==> config.mk <==
export PLATFORM = sky130hd
export DESIGN_NAME = nds_host
export DESIGN_NICKNAME = d
export VERILOG_FILES = /design/src/verilog/nds_pkg.sv /design/src/verilog/nds_host.sv /design/src/verilog/nds_sync.sv
export SDC_FILE = /design/constraint.sdc
export NUM_CORES = 1
export LEC_CHECK = 0
export ABC_CLOCK_PERIOD_IN_PS = 5400
export BUFFER_PORTS_ARGS = -buffer_cell sky130_fd_sc_hd__buf_2
export CAP_MARGIN = 40
export CORE_ASPECT_RATIO = 1.25
export CORE_MARGIN = 3
export CORE_UTILIZATION = 30
export CTS_BUF_LIST = sky130_fd_sc_hd__clkbuf_2
export CTS_CLUSTER_SIZE = 40
export DETAILED_ROUTE_END_ITERATION = 12
export SLEW_MARGIN = 20
export SYNTH_ARGS = -nofsm -noshare
export SYNTH_HDL_FRONTEND = slang
export SYNTH_SLANG_ARGS = --single-unit
==> constraint.sdc <==
create_clock -name CORE_CLK -period 5.4 [get_ports CORE_CLK]
set_clock_uncertainty 0.2 [all_clocks]
set_input_delay 0.54 -clock CORE_CLK [delete_from_list [all_inputs] [get_ports CORE_CLK]]
set_output_delay 0.54 -clock CORE_CLK [all_outputs]
set_load 0.01 [all_outputs]
==> src/verilog/nds_pkg.sv <==
// Purpose: shared constants and types for the nand die status host controller
// Assumes: asynchronous byte-wide nand bus driven from a 25 MHz core clock
// Notes:   rule summary below
// Operation
// RULE1: each die keeps and reports its own 8-bit status byte independently.
// RULE2: after 70h or 78h the die drives status on every read strobe.
// RULE3: status output updates live while chip select and read strobe stay low.
// RULE4: host sends 00h after polling status to regain page data output.
// RULE5: 70h returns last-selected die status, accepted even while busy.
// RULE6: multi-die targets after interleaved work must use 78h, not 70h.
// RULE7: bit7 low means protected; bit6 low busy, high ready, pin follows.
// RULE8: bit5 high only once all internal array work has finished.
// RULE9: bits 4:3 report read ecc severity, zero for program and erase.
// RULE10: on-die ecc corrects up to seven or eight bits per sector.
// RULE11: bit1 holds previous program pass or fail, valid when bit6 high.
// RULE12: bit0 reports last finished operation failure, valid when bit5 high.
// RULE13: after a page read, bit0 flags an uncorrectable read error.
// RULE14: single-die target: 70h returns valid status after any command.
// RULE15: all dies accept 78h while busy; addressed die reports while busy.
// RULE16: 78h plus three row address cycles selects die until next command.
// RULE17: dies not matching the 78h row address leave the data bus.
// RULE18: ready bits shared per die; fail bits belong to addressed plane.
// RULE19: 78h enables die output; host sends 00h before reading page data.
// RULE20: host never sends 78h during power-on reset or otp mode.
// RULE21: column operations can select any byte of the cache register.
// RULE22: bit2 has no meaning and is driven zero.
package nds_pkg;
  localparam logic [7:0] CMD_READ_MODE   = 8'h00;
  localparam logic [7:0] CMD_STATUS      = 8'h70;
  localparam logic [7:0] CMD_STATUS_ENH  = 8'h78;
  localparam int         ROW_CYCLES      = 3;
  // status bit positions
  localparam int         BIT_WP_N        = 7;
  localparam int         BIT_RDY         = 6;
  localparam int         BIT_ARRAY_READY        = 5;
  localparam int         BIT_ECC_HI      = 4;
  localparam int         BIT_ECC_LO      = 3;
  localparam int         BIT_SPARE       = 2;
  localparam int         BIT_PRIOR_PROGRAM_FAIL       = 1;
  localparam int         BIT_FAIL        = 0;
  // bus timing in ns; 20 ns strobe and 60 ns command-to-read wait figures at 40 ns clock
  localparam int         CLK_NS          = 40;
  localparam int         T_STROBE_NS     = 20;
  localparam int         T_WHR_NS        = 60;
  localparam int         STROBE_CYC      = (T_STROBE_NS + CLK_NS - 1) / CLK_NS;
  localparam int         WHR_CYC         = (T_WHR_NS + CLK_NS - 1) / CLK_NS;
  localparam logic [3:0] CNT_ONE         = 4'h1;
  // extra read-strobe cycles that cover the two synchroniser stages
  localparam logic [3:0] SYNC_CYC        = 4'h2;

  typedef enum logic [3:0] {
    ST_IDLE  = 4'b0000,
    ST_CMD   = 4'b0001,
    ST_ADDR  = 4'b0010,
    ST_WAIT  = 4'b0011,
    ST_READ  = 4'b0100,
    ST_LIVE  = 4'b0101,
    ST_EXIT  = 4'b0110,
    ST_DONE  = 4'b0111
  } nds_state_t;

  // user order
  typedef struct packed {
    logic        enhanced;
    logic        live;
    logic        to_read_mode;
    logic [23:0] row;
  } nds_req_t;

  // decoded status
  typedef struct packed {
    logic       write_open;
    logic       ready;
    logic       array_ready;
    logic [1:0] ecc_level;
    logic       prior_program_fail;
    logic       fail;
  } nds_status_t;

  // bus pins driven by host
  typedef struct packed {
    logic       ce_n;
    logic       cle;
    logic       ale;
    logic       we_n;
    logic       read_strobe_n;
    logic [7:0] dq_out;
    logic       dq_oe_n;
  } nds_pins_t;
endpackage : nds_pkg

==> src/verilog/nds_host.sv <==
// Purpose: host controller reading nand die status over the async bus
// Assumes: one target; user issues a request and waits for done
// Notes:   live mode holds chip select and read strobe low for tracking
`timescale 1ns/1ps
module nds_host #(
  parameter int STROBE_CYC = nds_pkg::STROBE_CYC,
  parameter int WHR_CYC    = nds_pkg::WHR_CYC
) (
  input  wire logic                 CORE_CLK,
  input  wire logic                 SYS_RST,
  input  wire logic                 REQ_VALID,
  output logic                      REQ_READY,
  input  wire nds_pkg::nds_req_t    REQ,
  input  wire logic                 LIVE_STOP,
  output logic                      STAT_VALID,
  output nds_pkg::nds_status_t      STAT,
  output logic                      BUSY_N,
  output nds_pkg::nds_pins_t        PINS,
  input  wire logic [7:0]           DQ_IN,
  input  wire logic                 RB_N
);
  // refuse timing counts the 4-bit counter cannot hold, sync cycles included
  if (STROBE_CYC < 1 || STROBE_CYC > 13 || WHR_CYC < 1 || WHR_CYC > 15) begin : g_bad_timing
    $error("nds_host: timing counts out of range");
  end

  nds_pkg::nds_state_t state, next_state;
  nds_pkg::nds_req_t   req, next_req;
  nds_pkg::nds_pins_t  pins, next_pins;
  nds_pkg::nds_status_t stat, next_stat;
  logic [3:0]          cnt, next_cnt;
  logic [1:0]          acyc, next_acyc;
  logic                phase, next_phase;
  logic                sv, next_sv;
  logic [8:0]          sync_q;

  // decode a status byte; bit2 is ignored
  function automatic nds_pkg::nds_status_t decode(input logic [7:0] b);
    nds_pkg::nds_status_t s;
    s.write_open         = b[nds_pkg::BIT_WP_N];                  // RULE7
    s.ready              = b[nds_pkg::BIT_RDY];                   // RULE7
    s.array_ready        = b[nds_pkg::BIT_ARRAY_READY];                  // RULE8
    s.ecc_level          = {b[nds_pkg::BIT_ECC_HI], b[nds_pkg::BIT_ECC_LO]}; // RULE9
    s.prior_program_fail = b[nds_pkg::BIT_PRIOR_PROGRAM_FAIL] & b[nds_pkg::BIT_RDY];      // RULE11
    s.fail               = b[nds_pkg::BIT_FAIL] & b[nds_pkg::BIT_ARRAY_READY];      // RULE12 RULE13
    return s;
  endfunction : decode

  function automatic logic [3:0] cyc4(input int n);
    return n[3:0];
  endfunction : cyc4

  // bus inputs cross into core clock
  nds_sync #(.WIDTH(9)) u_sync (
    .CORE_CLK (CORE_CLK),
    .SYS_RST  (SYS_RST),
    .async_in ({RB_N, DQ_IN}),
    .sync_out (sync_q)
  );

  // sequencer next values
  always_comb begin
    next_state = state;
    next_req   = req;
    next_pins  = pins;
    next_stat  = stat;
    next_cnt   = cnt;
    next_acyc  = acyc;
    next_phase = phase;
    next_sv    = 1'b0;
    case (state)
      nds_pkg::ST_IDLE: begin
        next_pins.ce_n          = 1'b1;
        next_pins.read_strobe_n = 1'b1;
        next_pins.dq_oe_n       = 1'b1;
        if (REQ_VALID) begin
          next_req   = REQ;
          next_state = nds_pkg::ST_CMD;
          next_phase = 1'b0;
          next_cnt   = cyc4(STROBE_CYC);
          next_pins.ce_n    = 1'b0;
          next_pins.cle     = 1'b1;
          next_pins.we_n    = 1'b0;
          next_pins.dq_oe_n = 1'b0;
          // RULE6 RULE16 enhanced status selects one die by row
          next_pins.dq_out  = REQ.enhanced ? nds_pkg::CMD_STATUS_ENH
                                           : nds_pkg::CMD_STATUS; // RULE5 RULE14 RULE20
        end
      end
      nds_pkg::ST_CMD, nds_pkg::ST_ADDR, nds_pkg::ST_EXIT: begin
        if (cnt > nds_pkg::CNT_ONE) next_cnt = cnt - nds_pkg::CNT_ONE;
        else if (!phase) begin
          next_pins.we_n = 1'b1; // latch edge
          next_phase     = 1'b1;
          next_cnt       = cyc4(STROBE_CYC);
        end else begin
          next_phase     = 1'b0;
          next_cnt       = cyc4(STROBE_CYC);
          next_pins.cle  = 1'b0;
          next_pins.ale  = 1'b0;
          if (state == nds_pkg::ST_CMD && req.enhanced) begin
            // RULE16 three row cycles: page, block, die
            next_state       = nds_pkg::ST_ADDR;
            next_acyc        = 2'h0;
            next_pins.ale    = 1'b1;
            next_pins.we_n   = 1'b0;
            next_pins.dq_out = req.row[7:0];
          end else if (state == nds_pkg::ST_ADDR &&
                       acyc != 2'(nds_pkg::ROW_CYCLES - 1)) begin
            next_acyc        = acyc + 2'h1;
            next_pins.ale    = 1'b1;
            next_pins.we_n   = 1'b0;
            next_pins.dq_out = (acyc == 2'h0) ? req.row[15:8] : req.row[23:16];
          end else if (state == nds_pkg::ST_EXIT) begin
            next_state        = nds_pkg::ST_DONE;
            next_pins.dq_oe_n = 1'b1;
          end else begin
            next_state        = nds_pkg::ST_WAIT;
            next_pins.dq_oe_n = 1'b1;
            next_cnt          = cyc4(WHR_CYC);
          end
        end
      end
      nds_pkg::ST_WAIT: begin
        if (cnt > nds_pkg::CNT_ONE) next_cnt = cnt - nds_pkg::CNT_ONE;
        else begin
          next_state              = nds_pkg::ST_READ;
          next_pins.read_strobe_n = 1'b0; // RULE2 one read strobe
          next_cnt                = cyc4(STROBE_CYC) + nds_pkg::SYNC_CYC;
        end
      end
      nds_pkg::ST_READ: begin
        // wait strobe time plus two synchroniser cycles
        if (cnt > nds_pkg::CNT_ONE) next_cnt = cnt - nds_pkg::CNT_ONE;
        else begin
          next_stat = decode(sync_q[7:0]); // RULE1 RULE2
          next_sv   = 1'b1;
          if (req.live) next_state = nds_pkg::ST_LIVE;
          else begin
            next_pins.read_strobe_n = 1'b1;
            next_state              = nds_pkg::ST_DONE;
          end
        end
      end
      nds_pkg::ST_LIVE: begin
        // RULE3 strobe held low, byte tracked without new edges
        next_stat = decode(sync_q[7:0]);
        next_sv   = (decode(sync_q[7:0]) != stat);
        if (LIVE_STOP) begin
          next_pins.read_strobe_n = 1'b1;
          next_state              = nds_pkg::ST_DONE;
        end
      end
      nds_pkg::ST_DONE: begin
        if (req.to_read_mode) begin
          // RULE4 RULE19 leave status output for page data
          next_req.to_read_mode = 1'b0;
          next_state        = nds_pkg::ST_EXIT;
          next_phase        = 1'b0;
          next_cnt          = cyc4(STROBE_CYC);
          next_pins.cle     = 1'b1;
          next_pins.we_n    = 1'b0;
          next_pins.dq_oe_n = 1'b0;
          next_pins.dq_out  = nds_pkg::CMD_READ_MODE;
        end else next_state = nds_pkg::ST_IDLE;
      end
      default: next_state = nds_pkg::ST_IDLE;
    endcase
  end

  // register sequencer state
  always_ff @(posedge CORE_CLK) begin
    if (SYS_RST) begin
      state <= nds_pkg::ST_IDLE;
      req   <= '0;
      pins  <= '{ce_n: 1'b1, cle: 1'b0, ale: 1'b0, we_n: 1'b1,
                 read_strobe_n: 1'b1, dq_out: 8'h00, dq_oe_n: 1'b1};
      stat  <= '0;
      cnt   <= 4'h0;
      acyc  <= 2'h0;
      phase <= 1'b0;
      sv    <= 1'b0;
    end else begin
      state <= next_state;
      req   <= next_req;
      pins  <= next_pins;
      stat  <= next_stat;
      cnt   <= next_cnt;
      acyc  <= next_acyc;
      phase <= next_phase;
      sv    <= next_sv;
    end
  end

  // outputs
  assign REQ_READY  = (state == nds_pkg::ST_IDLE);
  assign STAT_VALID = sv;
  assign STAT       = stat;
  assign PINS       = pins;
  assign BUSY_N     = sync_q[8]; // RULE7 ready pin
endmodule : nds_host

==> src/verilog/nds_sync.sv <==
// Purpose: two-flop synchroniser for bus inputs
// Assumes: inputs asynchronous to core clock
// Notes:   first stage read only by the second stage
`timescale 1ns/1ps
module nds_sync #(
  parameter int WIDTH = 9
) (
  input  wire logic             CORE_CLK,
  input  wire logic             SYS_RST,
  input  wire logic [WIDTH-1:0] async_in,
  output logic      [WIDTH-1:0] sync_out
);
  logic [WIDTH-1:0] stage1;
  logic [WIDTH-1:0] next_stage1;
  logic [WIDTH-1:0] next_sync;

  // next values of both stages
  always_comb begin
    next_stage1 = async_in;
    next_sync   = stage1;
  end

  // register stages
  always_ff @(posedge CORE_CLK) begin
    if (SYS_RST) begin
      stage1   <= '0;
      sync_out <= '0;
    end else begin
      stage1   <= next_stage1;
      sync_out <= next_sync;
    end
  end
endmodule : nds_sync

==> results.md <==
* Core footprint at 0.0113 mm²
* Total Routed Length at 8930 µm
* Area occupied by registers at approximately 0.0015 mm²
* Nature of the critical path startpoint: flip-flop
* Number of max-slew violations in the final report at 0
* Mean Syn Cell Area at approximately 8.2 µm²
* Post-route minimum period at between 2000 and 3000 ps
* Critical path fanouts, max at 24
* Async set-or-reset flop fraction in the synthesized netlist at 0%
* Syn Std Cell Area at about 0.0035 mm²
* Yosys cell types at 67
* Net count, final at around 540
* Number of ports placed on the die boundary at 64
* Highest achievable clock rate at 0.365 GHz
* Endpoints failing hold at 0
* Synthesis-to-layout area growth at 20.1%
* Number of antenna violations at the first check in global routing at 1
* Count of nets left with antenna violations after detail routing at 0
* Clock Root Buffer: clkbuf_2
* # placed instances at between 600 and 700
* Clock tree from TritonCTS: yes
* Total via count after detailed routing at between 3000 and 4000
* Top flip-flop cell by instance count after synthesis: dfxtp_1
* Routability Congestion at ~0.85
* Floorplan die area at around 0.013 mm²
* Post-CTS setup buffer count at 0
* Largest net degree at the start of global routing at 77
* Wire length of the first global-routing pass at roughly 14000 µm
* Core Util, Final at 37.5%
* Startpoint-to-endpoint class of the critical path: flip-flop to primary output
* Static Leakage at between 0.0015 and 0.002 µW
* Cell count after synthesis at 429
* Share of layout cells above drive strength 1 at around a fifth
* Leading cell types in the layout, fill and taps excluded: 79 x nand2_1, 75 x dfxtp_1, 62 x buf_2
* Biggest area contributors in the synthesized netlist: dfxtp_1 43%, a21oi_1 8.5%, nand2_1 8.4%
* Total power divided by cell area at approximately 480 mW/mm²
* Element type at the critical path end: primary output
* Signal arrival time at the worst endpoint at about 2000 ps
* Fin Setup TNS at 0 ps
* Horizontal die dimension at 103 µm
* Detailed-router iteration count before antenna repair at 4
* Final cell count without fillers at 640
* Number of register bits inferred by synthesis at 75
* Final WS setup at 2660 ps
* CTS buffer count at 9
* Floorplan row count at 43
* Congestion Overflow GR at 0
* CTS HTree Levels at 3
* Multi-input gate area at ~0.0018 mm²
* Per-cell via count in the routed design at 5.05
* Half-perimeter wire length after placement at approximately 6200 µm
* DP Worst Slack at roughly 2800 ps
* Setup Viol. Count Final at 0
* Wire per inst at around 14 µm
* Starting density of the core at between 30% and 40%
* DRC marker count from the first detailed-route iteration at 255
* Worst Path Required at ~4700 ps
* Number of clock sinks at 75
* Insertion delay of the later-clocked pin in the worst-skew pair at approximately 550 ps
* Area fraction of the dominant cell type after synthesis at between 40 and 50%
* Setup repair after global routing missed its margin: false
* Die extent in y at 127 µm
* DRC violation count after routing at 0
* Critical path launch point: state[2]
* Combined global-route utilization of all metal layers at 13.9%
* Port Buffers at 62
* Class of the tightest hold or removal check: input port to flip-flop
* Slew headroom at 46.7%
* Number of global-route vias before repair at between 3000 and 4000
* Worst Hold Launch: REQ[6]
* Deepest clock path buffer count at 2
* Worst flop-to-flop path startpoint: state[0]
* Max VDD drop at 0.000170 V
* Number of enable-type register cells in the synthesized netlist at 0
* Final Cycle Share at approximately 50%
* Clock transition at the register clock pins on the worst setup and hold paths after CTS at around 210 ps
* Reported max-cap violation count at 0
* Post-Syn Nets at 473
* Share of the yosys chip area belonging to registers at between 40% and 50%
* Filler Cells Inserted at 1192
* Outcome: complete, no violations
* Worst-margin pin slew at about 800 ps
* Largest area contributor in the synthesized netlist: dfxtp_1
* Yosys synthesis warning count at 0
* Leading cell type in the layout, fill and taps excluded: nand2_1
[critical path, cell delays in order, from the launching register on]
cell     delay, ps
dfxtp_1        870
or2_1          330
nor2_4          90
buf_2          150
[report_power, final]
group	total (µW)	internal (µW)	leakage (µW)	switching, µW
clock network	306	104	0.0000607	202
logic	974	390	0.00105	584
registers	758	653	0.000615	105
total	2040	1150	0.00172	890
[routing by layer]
| layer | routed length [µm] | up-vias | part of all wire [%] | GRT usage (%) |
|---|---|---|---|---|
| li1 | - | 1638 | - | - |
| met1 | 3890 | 1501 | 44 | 17.4 |
| met2 | 4480 | 80 | 50 | 22.7 |
| met3 | 379 | 16 | 4.2 | 2.24 |
| met4 | 187 | 0 | 2.1 | 7.24 |
| met5 | 0 | - | 0 | 0 |
[area by class of cell]
type                    count  share of cell area, %
inverters                   8                  0.709
clock buffers              10                   1.18
repair buffers             88                   13.8
flip-flops and latches     75                   35.5
multi-input cells         317                   43.5
diodes                      1                 0.0591
clock inverters             6                   1.33
well taps                 135                   3.99
[state kept, by name, indices dropped and copies added (netlist names)]
| register | flops |
|---|---|
| u_sync.next_sync | 8 |
| phase | 1 |
| STAT | 7 |
| acyc | 2 |
| u_sync.sync_out | 8 |
| cnt | 4 |
| req | 27 |
| state | 3 |
| PINS | 14 |
| STAT_VALID | 1 |
[stage by stage]
step / instance area (µm²) / hold slack, ps / power (µW)
after detailed placement: 3910 / 226 / 1730
after global routing: 4240 / 2.34 / 2190
after global placement: 3860 / 218 / 1680
final: 4240 / 12.3 / 2040
after floorplan: 3530 / 214 / 1520
after CTS: 4210 / 0.624 / 2040
[cells in the mapped netlist, drive strengths merged, types with 4 or more instances]
cell and count:
nor2 22, or2 4, nor3 6, nand2 79, a211oi 8, nand3 13
a21oi 60, nor4 4, clkbuf 11, a31oi 4, nand2b 5, mux2i 8
ha 4, o21ai 21, dfxtp 75, nor2b 20, nand3b 4, and2 5
xor2 4, buf 18, inv 8
[final timing paths]
check                  endpoint  slack (ps)  depth (start not counted)
min                      req[6]          10                          3
max reg2reg             acyc[1]        2700                          5
min reg2reg  u_sync.sync_out[0]         240                          1
max                   REQ_READY        2660                          3
[logic make-up after synthesis]
group                      share of synthesized area (%)
xor gates and xnor gates                            1.74
DFF                                                 42.6
adders and majority gates                           1.42
muxes                                               2.27
buffers and inverters                               5.15
AOI/OAI and AO/OA                                   22.7
and+or+nand+nor                                     24.1
[timing repair]
item | CTS | global route
setup endpoints to repair | 0 | 0
hold buffers | 20 | 2
hold endpoints to repair | 20 | 2
resized for setup | 0 | 0
(Power assumes the default switching activity.)
